## src/include/icf_regs.vh

```
// constants for the isa cycle and fast disk control block
// Contract
// - claim order: cache, dram, local slave, boot rom, otherwise isa; code puts the fast disk machine before isa
// - unclaimed i/o reads of on-chip or xd peripherals block system data bus
// - isa bus clock divided from chip clock, nominally about 8 mhz
// - dram mux lines carry peripheral data high byte during isa cycles
// - command delay 0..3 per i/o, 8-bit and 16-bit memory; 0 at ale
// - each delay unit postpones command half bus clock; end unchanged
// - delay defaults: 0 for 16-bit memory, 1 for i/o and 8-bit memory
// - wait states 2..5 for 8-bit, 0..3 for 16-bit; iochrdy, 0ws adjust
// - zero wait states gives two bus clock cycle; each adds one clock
// - wait state defaults: four for 8-bit, one for 16-bit
// - address hold option delays ready one clock after command ends
// - alternate master to isa slaves: byte swap and steer xd buffers
// - under grant float isa commands and drive local bus controls
// - 32-bit disk data port access becomes two 16-bit disk cycles
// - disk strobes combine isa i/o commands with fast machine strobes
// - fast machine drives strobes only for data port accesses
// - disk buffer enable from isa i/o to disk or fast machine access
// - select 0 decodes 1f0-1f7, select 1 decodes 3f6-3f7
// - idle: select 1 high, select 0, low address and a2 low
// - isa cycles decode selects; under grant low address comes from outside
// - when enabled put a2 on byte high enable for disk ports
// - reads of 3f7 or 377 take bit 7 from floppy change input
// - ready sampled before fast command end; hold until one clock after high
// - idle defaults only with no isa cycle and grant deasserted
`ifndef ICF_REGS_VH
`define ICF_REGS_VH
`define ICF_MCLK_KHZ      200000
`define ICF_ISA_NOM_KHZ   8000
`define ICF_ISA_HALF_CYC  ((`ICF_MCLK_KHZ + 2*`ICF_ISA_NOM_KHZ - 1) / (2*`ICF_ISA_NOM_KHZ))
`define ICF_DLY_IO_RST    2'h1
`define ICF_DLY_M8_RST    2'h1
`define ICF_DLY_M16_RST   2'h0
`define ICF_WS8_MIN       4'h2
`define ICF_WS8_CODE_RST  2'h2
`define ICF_WS16_RST      2'h1
`define ICF_AHOLD_RST     1'h0
`define ICF_CS0_BASE      13'h003e
`define ICF_CS1_BASE      15'h01fb
`define ICF_FLOPPY_A      16'h03f7
`define ICF_FLOPPY_B      16'h0377
`define ICF_RT_NONE       3'h0
`define ICF_RT_CACHE      3'h1
`define ICF_RT_DRAM       3'h2
`define ICF_RT_LOCAL      3'h3
`define ICF_RT_ROM        3'h4
`define ICF_RT_ISA        3'h5
`define ICF_RT_FAST       3'h6
`endif

```

## src/verilog/icf_top.v

```verilog
// isa cycle engine, fast disk strobe machine and disk pin steering
`timescale 1ns/1ps
`include "icf_regs.vh"
module icf_top (
	mclk,
	rst,
	cfg_load,
	cfg_dly_io,
	cfg_dly_m8,
	cfg_dly_m16,
	cfg_ws8_code,
	cfg_ws16,
	cfg_addr_hold,
	cfg_isa_half,
	cfg_fast_en,
	cfg_a2_sub_en,
	ide_setup,
	ide_cmd_len,
	ide_recov,
	cyc_start,
	cyc_io,
	cyc_wr,
	cyc_32,
	cyc_addr,
	cyc_sbhe_n,
	slave16,
	cache_hit,
	dram_hit,
	ldev_claim_n,
	boot_rom_select_n,
	onchip_xd_port,
	claim_route,
	cyc_ready,
	ide_word_half,
	isa_bus_clk,
	isa_ior_n,
	isa_iow_n,
	isa_memr_n,
	isa_memw_n,
	isa_cmd_oe,
	expansion_cycle_active,
	iochrdy,
	zero_ws_n,
	ext_ior_n,
	ext_iow_n,
	ext_addr,
	alt_master_grant_n,
	ext_local_hit,
	ext_xd_target,
	lb_master_en,
	lb_read,
	lb_write,
	byte_swap,
	xd_to_sd,
	dram_addr_in,
	periph_data_high,
	dram_mux_addr,
	xd_in,
	floppy_change_bit_in,
	rd_data,
	sysdata_buffer_enable_n,
	disk_read_strobe_n,
	disk_write_strobe_n,
	disk_select_cmd_n,
	disk_select_ctl_n,
	disk_buffer_enable_n,
	periph_addr_low,
	periph_addr_low_oe,
	byte_high_n,
	byte_high_oe
);
	input  wire        mclk;
	input  wire        rst;
	input  wire        cfg_load;
	input  wire [1:0]  cfg_dly_io;
	input  wire [1:0]  cfg_dly_m8;
	input  wire [1:0]  cfg_dly_m16;
	input  wire [1:0]  cfg_ws8_code;
	input  wire [1:0]  cfg_ws16;
	input  wire        cfg_addr_hold;
	input  wire [5:0]  cfg_isa_half;
	input  wire        cfg_fast_en;
	input  wire        cfg_a2_sub_en;
	input  wire [1:0]  ide_setup;
	input  wire [3:0]  ide_cmd_len;
	input  wire [3:0]  ide_recov;
	input  wire        cyc_start;
	input  wire        cyc_io;
	input  wire        cyc_wr;
	input  wire        cyc_32;
	input  wire [15:0] cyc_addr;
	input  wire        cyc_sbhe_n;
	input  wire        slave16;
	input  wire        cache_hit;
	input  wire        dram_hit;
	input  wire        ldev_claim_n;
	input  wire        boot_rom_select_n;
	input  wire        onchip_xd_port;
	output reg  [2:0]  claim_route;
	output wire        cyc_ready;
	output wire        ide_word_half;
	output wire        isa_bus_clk;
	output wire        isa_ior_n;
	output wire        isa_iow_n;
	output wire        isa_memr_n;
	output wire        isa_memw_n;
	output wire        isa_cmd_oe;
	output wire        expansion_cycle_active;
	input  wire        iochrdy;
	input  wire        zero_ws_n;
	input  wire        ext_ior_n;
	input  wire        ext_iow_n;
	input  wire [15:0] ext_addr;
	input  wire        alt_master_grant_n;
	input  wire        ext_local_hit;
	input  wire        ext_xd_target;
	output reg         lb_master_en;
	output reg         lb_read;
	output reg         lb_write;
	output reg         byte_swap;
	output reg         xd_to_sd;
	input  wire [7:0]  dram_addr_in;
	input  wire [7:0]  periph_data_high;
	output reg  [7:0]  dram_mux_addr;
	input  wire [7:0]  xd_in;
	input  wire        floppy_change_bit_in;
	output reg  [7:0]  rd_data;
	output reg         sysdata_buffer_enable_n;
	output reg         disk_read_strobe_n;
	output reg         disk_write_strobe_n;
	output reg         disk_select_cmd_n;
	output reg         disk_select_ctl_n;
	output reg         disk_buffer_enable_n;
	output reg  [1:0]  periph_addr_low;
	output wire        periph_addr_low_oe;
	output reg         byte_high_n;
	output wire        byte_high_oe;

	localparam [1:0] IS_IDLE = 2'h0;
	localparam [1:0] IS_RUN  = 2'h1;
	localparam [1:0] IS_HOLD = 2'h2;
	localparam [1:0] IS_DONE = 2'h3;
	localparam [2:0] FS_IDLE  = 3'h0;
	localparam [2:0] FS_SETUP = 3'h1;
	localparam [2:0] FS_CMD   = 3'h2;
	localparam [2:0] FS_DONE  = 3'h3;
	localparam integer HALF_FULL = `ICF_ISA_HALF_CYC;
	localparam [5:0] HALF_RST = HALF_FULL[5:0];

	// configuration held here so defaults apply from reset
	reg [1:0] dly_io_reg;
	reg [1:0] dly_m8_reg;
	reg [1:0] dly_m16_reg;
	reg [1:0] ws8_reg;
	reg [1:0] ws16_reg;
	reg       ahold_reg;
	reg [5:0] half_reg;
	always @(posedge mclk) begin
		if (rst) begin
			dly_io_reg  <= `ICF_DLY_IO_RST;
			dly_m8_reg  <= `ICF_DLY_M8_RST;
			dly_m16_reg <= `ICF_DLY_M16_RST;
			ws8_reg     <= `ICF_WS8_CODE_RST;
			ws16_reg    <= `ICF_WS16_RST;
			ahold_reg   <= `ICF_AHOLD_RST;
			half_reg    <= HALF_RST;
		end else if (cfg_load) begin
			dly_io_reg  <= cfg_dly_io;
			dly_m8_reg  <= cfg_dly_m8;
			dly_m16_reg <= cfg_dly_m16;
			ws8_reg     <= cfg_ws8_code;
			ws16_reg    <= cfg_ws16;
			ahold_reg   <= cfg_addr_hold;
			half_reg    <= (cfg_isa_half == 6'h00) ? 6'h01 : cfg_isa_half;
		end
	end

	// ready, zero wait and external command pins and the floppy bit pass the synchroniser
	wire [4:0] pin_s;
	icf_sync3 #(.W(5), .RST(1'b1)) u_sync (
		.mclk (mclk),
		.rst  (rst),
		.d    ({iochrdy, zero_ws_n, ext_ior_n, ext_iow_n,
		        floppy_change_bit_in}),
		.q    (pin_s)
	);
	wire rdy_s    = pin_s[4];
	wire zws_n_s  = pin_s[3];
	wire eior_n_s = pin_s[2];
	wire eiow_n_s = pin_s[1];
	wire floppy_s = pin_s[0];
	wire grant    = ~alt_master_grant_n;

	// bus clock divider; a zero divisor is loaded as one
	reg [5:0] div_reg;
	reg       bclk_reg;
	wire      half_tick = (div_reg == half_reg - 6'h01);
	always @(posedge mclk) begin
		if (rst) begin
			div_reg  <= 6'h00;
			bclk_reg <= 1'b0;
		end else begin
			div_reg  <= half_tick ? 6'h00 : div_reg + 6'h01;
			if (half_tick)
				bclk_reg <= ~bclk_reg;
		end
	end
	assign isa_bus_clk = bclk_reg;

	// cycle attributes latched when a cycle is offered
	reg        io_reg;
	reg        wr_reg;
	reg        w32_reg;
	reg        s16_reg;
	reg        sbhe_reg;
	reg [15:0] addr_reg;
	wire cs0_c = (cyc_addr[15:3] == `ICF_CS0_BASE);
	wire fast_c = cfg_fast_en & cyc_io & cs0_c & (cyc_addr[2:0] == 3'h0);
	reg  [2:0] route_c;
	// fixed claim priority; i/o may only be taken by a local slave or the fast disk machine
	always @* begin
		if (cache_hit & ~cyc_io)
			route_c = `ICF_RT_CACHE;
		else if (dram_hit & ~cyc_io)
			route_c = `ICF_RT_DRAM;
		else if (~ldev_claim_n)
			route_c = `ICF_RT_LOCAL;
		else if (~boot_rom_select_n & ~cyc_io)
			route_c = `ICF_RT_ROM;
		else if (fast_c & ~grant)
			route_c = `ICF_RT_FAST;
		else
			route_c = `ICF_RT_ISA;
	end

	// isa cycle machine, counting half bus clocks
	reg [1:0] is_reg;
	reg [3:0] hc_reg;
	reg       onchip_reg;
	wire [1:0] dly_sel = io_reg ? dly_io_reg :
		(s16_reg ? dly_m16_reg : dly_m8_reg);
	wire [3:0] ws_sel = s16_reg ? {2'h0, ws16_reg} :
		({2'h0, ws8_reg} + `ICF_WS8_MIN);
	wire [3:0] end_h = {ws_sel[2:0], 1'b0} + 4'h4;
	// command opens after the two start halves, so zero delay is one clock;
	// a delay of two or more halves in a zero wait 16-bit cycle leaves no command at all
	wire cmd_on = (is_reg == IS_RUN) &
		(hc_reg >= {2'h0, dly_sel} + 4'h2);
	wire last_h = (hc_reg == end_h - 4'h1) & rdy_s;
	wire early  = ~zws_n_s & cmd_on & (hc_reg >= 4'h1);
	wire start  = cyc_start & (is_reg == IS_IDLE);
	always @(posedge mclk) begin
		if (rst) begin
			is_reg      <= IS_IDLE;
			hc_reg      <= 4'h0;
			claim_route <= `ICF_RT_NONE;
			io_reg      <= 1'b0;
			wr_reg      <= 1'b0;
			w32_reg     <= 1'b0;
			s16_reg     <= 1'b0;
			sbhe_reg    <= 1'b1;
			addr_reg    <= 16'h0000;
			onchip_reg  <= 1'b0;
		end else begin
			if (start) begin
				claim_route <= route_c;
				io_reg      <= cyc_io;
				wr_reg      <= cyc_wr;
				w32_reg     <= cyc_32;
				s16_reg     <= slave16;
				sbhe_reg    <= cyc_sbhe_n;
				addr_reg    <= cyc_addr;
				onchip_reg  <= onchip_xd_port;
			end
			case (is_reg)
			IS_IDLE: begin
				hc_reg <= 4'h0;
				if (start & (route_c == `ICF_RT_ISA) & ~grant)
					is_reg <= IS_RUN;
			end
			IS_RUN: begin
				if (half_tick) begin
					if (last_h | early)
						is_reg <= ahold_reg ? IS_HOLD : IS_DONE;
					else if (hc_reg != end_h - 4'h1)
						hc_reg <= hc_reg + 4'h1;
				end
			end
			IS_HOLD: is_reg <= IS_DONE;
			IS_DONE: is_reg <= IS_IDLE;
			default: is_reg <= IS_IDLE;
			endcase
		end
	end
	assign expansion_cycle_active = (is_reg != IS_IDLE);
	// commands float while an alternate master owns the bus
	assign isa_cmd_oe = ~grant;
	assign isa_ior_n  = ~(cmd_on & io_reg & ~wr_reg);
	assign isa_iow_n  = ~(cmd_on & io_reg & wr_reg);
	assign isa_memr_n = ~(cmd_on & ~io_reg & ~wr_reg);
	assign isa_memw_n = ~(cmd_on & ~io_reg & wr_reg);

	// fast data port machine on the local clock
	reg [2:0] fs_reg;
	reg [3:0] fcnt_reg;
	reg       fhold_reg;
	reg       fhalf_reg;
	reg [3:0] dflt_cnt_reg;
	reg [3:0] rec_cnt_reg;
	wire dflt_on = ~expansion_cycle_active & ~grant;
	wire f_cmd   = (fs_reg == FS_CMD);
	wire f_rd    = f_cmd & ~wr_reg;
	wire f_wr    = f_cmd & wr_reg;
	wire ext_io  = grant & (~eior_n_s | ~eiow_n_s);
	wire any_cmd = f_cmd | ~isa_ior_n | ~isa_iow_n | ext_io;
	wire f_go    = (dflt_cnt_reg > {2'h0, ide_setup}) &
		(rec_cnt_reg >= ide_recov);
	always @(posedge mclk) begin
		if (rst) begin
			fs_reg       <= FS_IDLE;
			fcnt_reg     <= 4'h0;
			fhold_reg    <= 1'b0;
			fhalf_reg    <= 1'b0;
			dflt_cnt_reg <= 4'h0;
			rec_cnt_reg  <= 4'hf;
		end else begin
			// how long the address defaults have stood, saturating
			if (~dflt_on)
				dflt_cnt_reg <= 4'h0;
			else if (dflt_cnt_reg != 4'hf)
				dflt_cnt_reg <= dflt_cnt_reg + 4'h1;
			// recovery time since any isa or external i/o command or fast strobe, saturating
			if (any_cmd)
				rec_cnt_reg <= 4'h0;
			else if (rec_cnt_reg != 4'hf)
				rec_cnt_reg <= rec_cnt_reg + 4'h1;
			case (fs_reg)
			FS_IDLE: begin
				fhalf_reg <= 1'b0;
				if (start & (route_c == `ICF_RT_FAST))
					fs_reg <= FS_SETUP;
			end
			FS_SETUP: begin
				if (f_go) begin
					fs_reg   <= FS_CMD;
					fcnt_reg <= ide_cmd_len;
				end
			end
			FS_CMD: begin
				if (fcnt_reg != 4'h0)
					fcnt_reg <= fcnt_reg - 4'h1;
				else if (~rdy_s)
					fhold_reg <= 1'b1;
				else if (fhold_reg)
					fhold_reg <= 1'b0;
				else if (w32_reg & ~fhalf_reg) begin
					fhalf_reg <= 1'b1;
					fs_reg    <= FS_SETUP;
				end else
					fs_reg <= FS_DONE;
			end
			FS_DONE: fs_reg <= FS_IDLE;
			default: fs_reg <= FS_IDLE;
			endcase
		end
	end
	assign ide_word_half = fhalf_reg;
	assign cyc_ready = (is_reg == IS_DONE) | (fs_reg == FS_DONE);

	// disk pin group, address from the owner of the bus
	wire [15:0] sel_addr = grant ? ext_addr : addr_reg;
	wire cs0_hit = (sel_addr[15:3] == `ICF_CS0_BASE);
	wire cs1_hit = (sel_addr[15:1] == `ICF_CS1_BASE);
	wire disk_hit = cs0_hit | cs1_hit;
	wire io_rd = grant ? ~eior_n_s : ~isa_ior_n;
	wire io_wr = grant ? ~eiow_n_s : ~isa_iow_n;
	wire flop_port = (addr_reg == `ICF_FLOPPY_A) |
		(addr_reg == `ICF_FLOPPY_B);
	always @(posedge mclk) begin
		if (rst) begin
			disk_read_strobe_n   <= 1'b1;
			disk_write_strobe_n  <= 1'b1;
			disk_buffer_enable_n <= 1'b1;
			disk_select_cmd_n    <= 1'b0;
			disk_select_ctl_n    <= 1'b1;
			periph_addr_low      <= 2'h0;
			byte_high_n          <= 1'b0;
		end else begin
			// active-low or: either source pulls the strobe
			disk_read_strobe_n  <= ~((io_rd & disk_hit) | f_rd);
			disk_write_strobe_n <= ~((io_wr & disk_hit) | f_wr);
			disk_buffer_enable_n <= ~(((io_rd | io_wr) & disk_hit) |
				(fs_reg == FS_SETUP) | f_cmd);
			if (dflt_on) begin
				disk_select_cmd_n <= 1'b0;
				disk_select_ctl_n <= 1'b1;
				periph_addr_low   <= 2'h0;
				byte_high_n       <= 1'b0;
			end else begin
				disk_select_cmd_n <= ~cs0_hit;
				disk_select_ctl_n <= ~cs1_hit;
				periph_addr_low   <= sel_addr[1:0];
				byte_high_n <= (cfg_a2_sub_en & disk_hit & ~grant) ?
					addr_reg[2] : sbhe_reg;
			end
		end
	end
	// low address and byte high come from outside under grant
	assign periph_addr_low_oe = ~grant;
	assign byte_high_oe       = ~grant;

	// data steering and alternate master translation
	wire rd_cyc = expansion_cycle_active & ~wr_reg;
	always @(posedge mclk) begin
		if (rst) begin
			dram_mux_addr           <= 8'h00;
			rd_data                 <= 8'h00;
			sysdata_buffer_enable_n <= 1'b0;
			byte_swap               <= 1'b0;
			xd_to_sd                <= 1'b0;
			lb_master_en            <= 1'b0;
			lb_read                 <= 1'b0;
			lb_write                <= 1'b0;
		end else begin
			// shared lines: data high byte on isa, row/column otherwise
			dram_mux_addr <= expansion_cycle_active ?
				periph_data_high : dram_addr_in;
			// the system data bus is shut off when another source answers
			sysdata_buffer_enable_n <= rd_cyc & io_reg &
				(onchip_reg | disk_hit | flop_port);
			// read data taken only while the command stands; the slave
			// releases the bus as soon as the command ends
			if (cmd_on & io_reg & ~wr_reg & flop_port)
				rd_data <= {floppy_s, xd_in[6:0]};
			else if (cmd_on & ~wr_reg)
				rd_data <= xd_in;
			// high byte of a 16-bit master lands on the low lane
			byte_swap    <= grant & ~ext_local_hit & ~slave16 &
				ext_addr[0];
			xd_to_sd     <= grant & ~ext_local_hit & ext_xd_target;
			lb_master_en <= grant & ext_local_hit;
			lb_read      <= grant & ext_local_hit & ~eior_n_s;
			lb_write     <= grant & ext_local_hit & ~eiow_n_s;
		end
	end
endmodule

```

## src/verilog/icf_sync3.v

```verilog
// three stage pin synchroniser, change accepted when stages two and three agree
`timescale 1ns/1ps
module icf_sync3 #(
	parameter W   = 1,
	parameter RST = 1'b1
) (
	mclk,
	rst,
	d,
	q
);
	input  wire         mclk;
	input  wire         rst;
	input  wire [W-1:0] d;
	output wire [W-1:0] q;

	genvar i;
	generate
		for (i = 0; i < W; i = i + 1) begin : g_bit
			reg s1_reg;
			reg s2_reg;
			reg s3_reg;
			reg q_reg;
			// first stage feeds only the second
			always @(posedge mclk) begin
				if (rst) begin
					s1_reg <= RST;
					s2_reg <= RST;
					s3_reg <= RST;
					q_reg  <= RST;
				end else begin
					s1_reg <= d[i];
					s2_reg <= s1_reg;
					s3_reg <= s2_reg;
					if (s2_reg == s3_reg)
						q_reg <= s3_reg;
				end
			end
			assign q[i] = q_reg;
		end
	endgenerate
endmodule

```

## config.mk

```make
export PLATFORM = sky130hd
export DESIGN_NAME = icf_top
export DESIGN_NICKNAME = d
export VERILOG_FILES = /design/src/verilog/icf_top.v /design/src/verilog/icf_sync3.v
export VERILOG_INCLUDE_DIRS = /design/src /design/src/include
export SDC_FILE = /design/constraint.sdc
export NUM_CORES = 1
export LEC_CHECK = 0
export ABC_CLOCK_PERIOD_IN_PS = 3600
export BUFFER_PORTS_ARGS = -buffer_cell sky130_fd_sc_hd__buf_2
export CORE_ASPECT_RATIO = 1.5
export CORE_MARGIN = 8
export CORE_UTILIZATION = 25
export DETAILED_ROUTE_END_ITERATION = 10
export SYNTH_ARGS = -nofsm -noshare
export SYNTH_HDL_FRONTEND = slang
export SYNTH_SLANG_ARGS = --single-unit
```

## constraint.sdc

```tcl
create_clock -name mclk -period 3.6 [get_ports mclk]
set_clock_uncertainty 0.1 [all_clocks]
set_input_delay 1.08 -clock mclk [delete_from_list [all_inputs] [get_ports mclk]]
set_output_delay 1.08 -clock mclk [all_outputs]
set_load 0.05 [all_outputs]
```

==> out/results.tsv <==
metric	value	unit
WP buf/inv	2	
syn nets	756	
pre-CTS WS	0.263	ns
met3 Usage GRT	3.36	%
synth warn	0	
number of filler cells placed in the layout	2307	
CTS tree	built	
first-pass GRT wire length	25.1	mm
Area Overhead vs Synth	30.2	%
die area	26800	µm²
Synth Area per Inst	8.64	µm²
average wire per standard cell	14.9	µm
largest area contributor in the netlist	dfxtp_1	
CP Class	reg -> out	
clock buffer depth	2	
Max-slew headroom	46.1	%
Worst Tran Pin Value	0.808	ns
Synth area leaders	dfxtp_1 (45%), mux2i_1 (7.6%), nand2_1 (5.6%), nor2_1 (4.9%), ha_1 (4.8%)	
DR vias	4904	
Fmax	293	MHz
crit-path cells	buf_4 > mux2i_1 > o21ai_0 > ha_1 > nor2b_1 > o21ai_2 > and3_4 > nand2_1 > buf_4	
Syn Inst Count	628	
Hold/Removal Path Class	reg -> reg	
drt initial violations	136	
ratio of cells with drive above 1 in the final layout	27.1	%
most frequent cell on the critical path	buf_4	
worst vdd ir	0.333	mV
Antenna Nets Post-Route	0	
largest net degree at the start of global routing	78	
Max FO, Critical Path	6	
synthesis-stage register bit count	121	
CTS HTree Levels	4	
Worst setup EP type	output pin	
die height	196	µm
num rows	66	
initial antenna violation count	2	
post-DR vias/cell	4.63	
P_leak	3.13	nW
Clock Pin Slew Worst Setup and Hold Paths	0.06	ns
fin crit share	94.7	%
setup TNS	0	ns
GRT Max-Usage Layer	met2	
core area	21500	µm²
CTS root buf	clkbuf_16	
total clock buffers created by CTS	17	
critical path's slowest cell	dfxtp_2	
CTS sink count	121	
vias in the first global route	5023	
grt met1 use	12.9	%
GRT Total Usage	12.1	%
total wire length	15.8	mm
DR DRC count	0	
Synth Flop Type	dfxtp_1	
Initial Util	25.3	%
final hold vios	0	
1st-pass router iterations	4	
sequential element share of the synthesized area	44.6	%
Post-Syn Area	5430	µm²
crit path time final	3.41	ns
outcome	complete, no violations	
WP data required	2.42	ns
crit-path leading delay family	simple AND/OR/NAND/NOR gates	
asr flop ratio synth	0	%
RSZ-0062 raised after global routing	no	
gp weighted congestion	0.796	
Final Max Tran Viols	0	
CP Launch Type	flip-flop	
Critical Path AT	2.23	ns
max_cap viols	0	
final setup fails	0	
worst-skew pair later-pin latency	0.41	ns
port bufs	150	
Largest register FFs	16	
fin worst setup slack	0.192	ns
hold buffer count at cts	0	
Cell variety after synth	55	
nets	901	
dpl hpwl	12.1	mm
EDFF count, synth	0	
Die Width	136	µm
area share of the largest cell type after synthesis	44.6	%
PwrDens	587	nW/µm²
max incr delay on CP	0.35	ns
grt ovf	0	
num ports	151	
met2 GRT Util	21.3	%
-- routing by layer --
metal / routed length, µm / vias to the layer above
li1: - / 2460
met1: 6230 / 2301
met2: 8410 / 124
met3: 827 / 17
met4: 333 / 2
met5: 13 / -
-- synthesized netlist by cell type, drive strengths merged (5+ instances only) --
cell	instances
clkbuf	28
nor2	71
buf	5
xor2	7
nand2	81
o21ai	20
a21o	6
nor3	7
mux2i	41
inv	31
a211oi	6
nand3	19
xnor2	12
nand2b	6
dfxtp	121
o211ai	6
ha	21
or4	6
nor4b	5
a21oi	51
nor2b	6
or2	15
nand4	8
-- where the power goes --
part	total (mW)	leakage, nW	internal (mW)	switching, mW
clock	1.71	0.287	1.11	0.605
combinational	0.899	1.85	0.333	0.566
sequential	1.54	0.992	1.46	0.0802
total	4.15	3.13	2.90	1.25
-- metrics by stage --
stage | power [mW] | utilization, % | cell area (µm²) | std cells | hold slack [ns]
detailed placement | 2.47 | 30.0 | 6450 | 1026 | 0.307
global route | 4.39 | 32.9 | 7070 | 1059 | 0.338
global placement | 2.45 | 30.0 | 6450 | 1026 | 0.299
finish | 4.15 | 32.9 | 7070 | 1059 | 0.320
floorplan | 2.20 | - | 5430 | 628 | 0.289
CTS | 4.21 | 32.9 | 7060 | 1058 | 0.323
-- final cells by class --
type	count	area [µm²]	area share, %
diodes	1	2.50	0.0354
well taps	272	340	4.82
clock inverters	11	146	2.07
repair buffers	159	826	11.7
clock buffers	21	450	6.37
multi-input cells	443	2760	39.1
flip-flops and latches	121	2420	34.3
inverters	31	116	1.65
-- final timing paths --
check	startpoint	endpoint	slack, ns	depth (start not counted)
setup / recovery	s16_reg$_SDFFE_PP0P_	isa_iow_n	0.19	9
hold / removal	u_sync.g_bit[4].s1_reg$_SDFF_PP1_	u_sync.g_bit[4].s2_reg$_SDFF_PP1_	0.32	1
setup reg to reg	half_reg[0]$_SDFFE_PP1P_	hc_reg[3]$_SDFFE_PP0P_	0.97	8
hold reg to reg	u_sync.g_bit[4].s1_reg$_SDFF_PP1_	u_sync.g_bit[4].s2_reg$_SDFF_PP1_	0.32	1
-- worst register-to-register path: stages (launching register included) --
cell      delay [ns]
dfxtp_1         0.41
inv_1           0.08
ha_1            0.25
o21ba_1         0.18
a221oi_1        0.28
a41oi_1         0.10
or3_1           0.48
or4_1           0.54
a21oi_1         0.15
-- placed cells by master, fill, tap and decap left out, drive strengths merged, types with 3 or more instances in the layout --
master,count
a21oi,51
nor4b,5
nand2b,6
xnor2,12
mux2i,41
ha,21
clkbuf,21
o211ai,6
o31ai,3
buf,159
nor2,71
nand3,19
and3,4
or2,15
bufinv,3
a31oi,4
a211oi,6
o21a,3
a21o,6
clkinv,5
or4,6
nand4,8
or3,3
nand2,81
dfxtp,121
xor2,7
inv,32
o21ai,20
nor2b,6
nor3,7
-- repair_timing --
item | CTS | global route
gates cloned | 0 | 0
pin swaps | 0 | 1
hold endpoints to repair | 0 | 0
setup endpoints to repair | 4 | 3
resized for setup | 6 | 3
setup buffers | 0 | 0
-- cells by family after synthesis --
kind of cell,count (synthesis),synth area share (%)
compound gates,118,13.5
xor+xnor,19,3.07
mux,42,7.77
buf+inv,64,4.79
simple gates,243,21.4
flops,121,44.6
fa+ha+maj,21,4.84
Note: power is estimated with default switching activity, not from simulation.
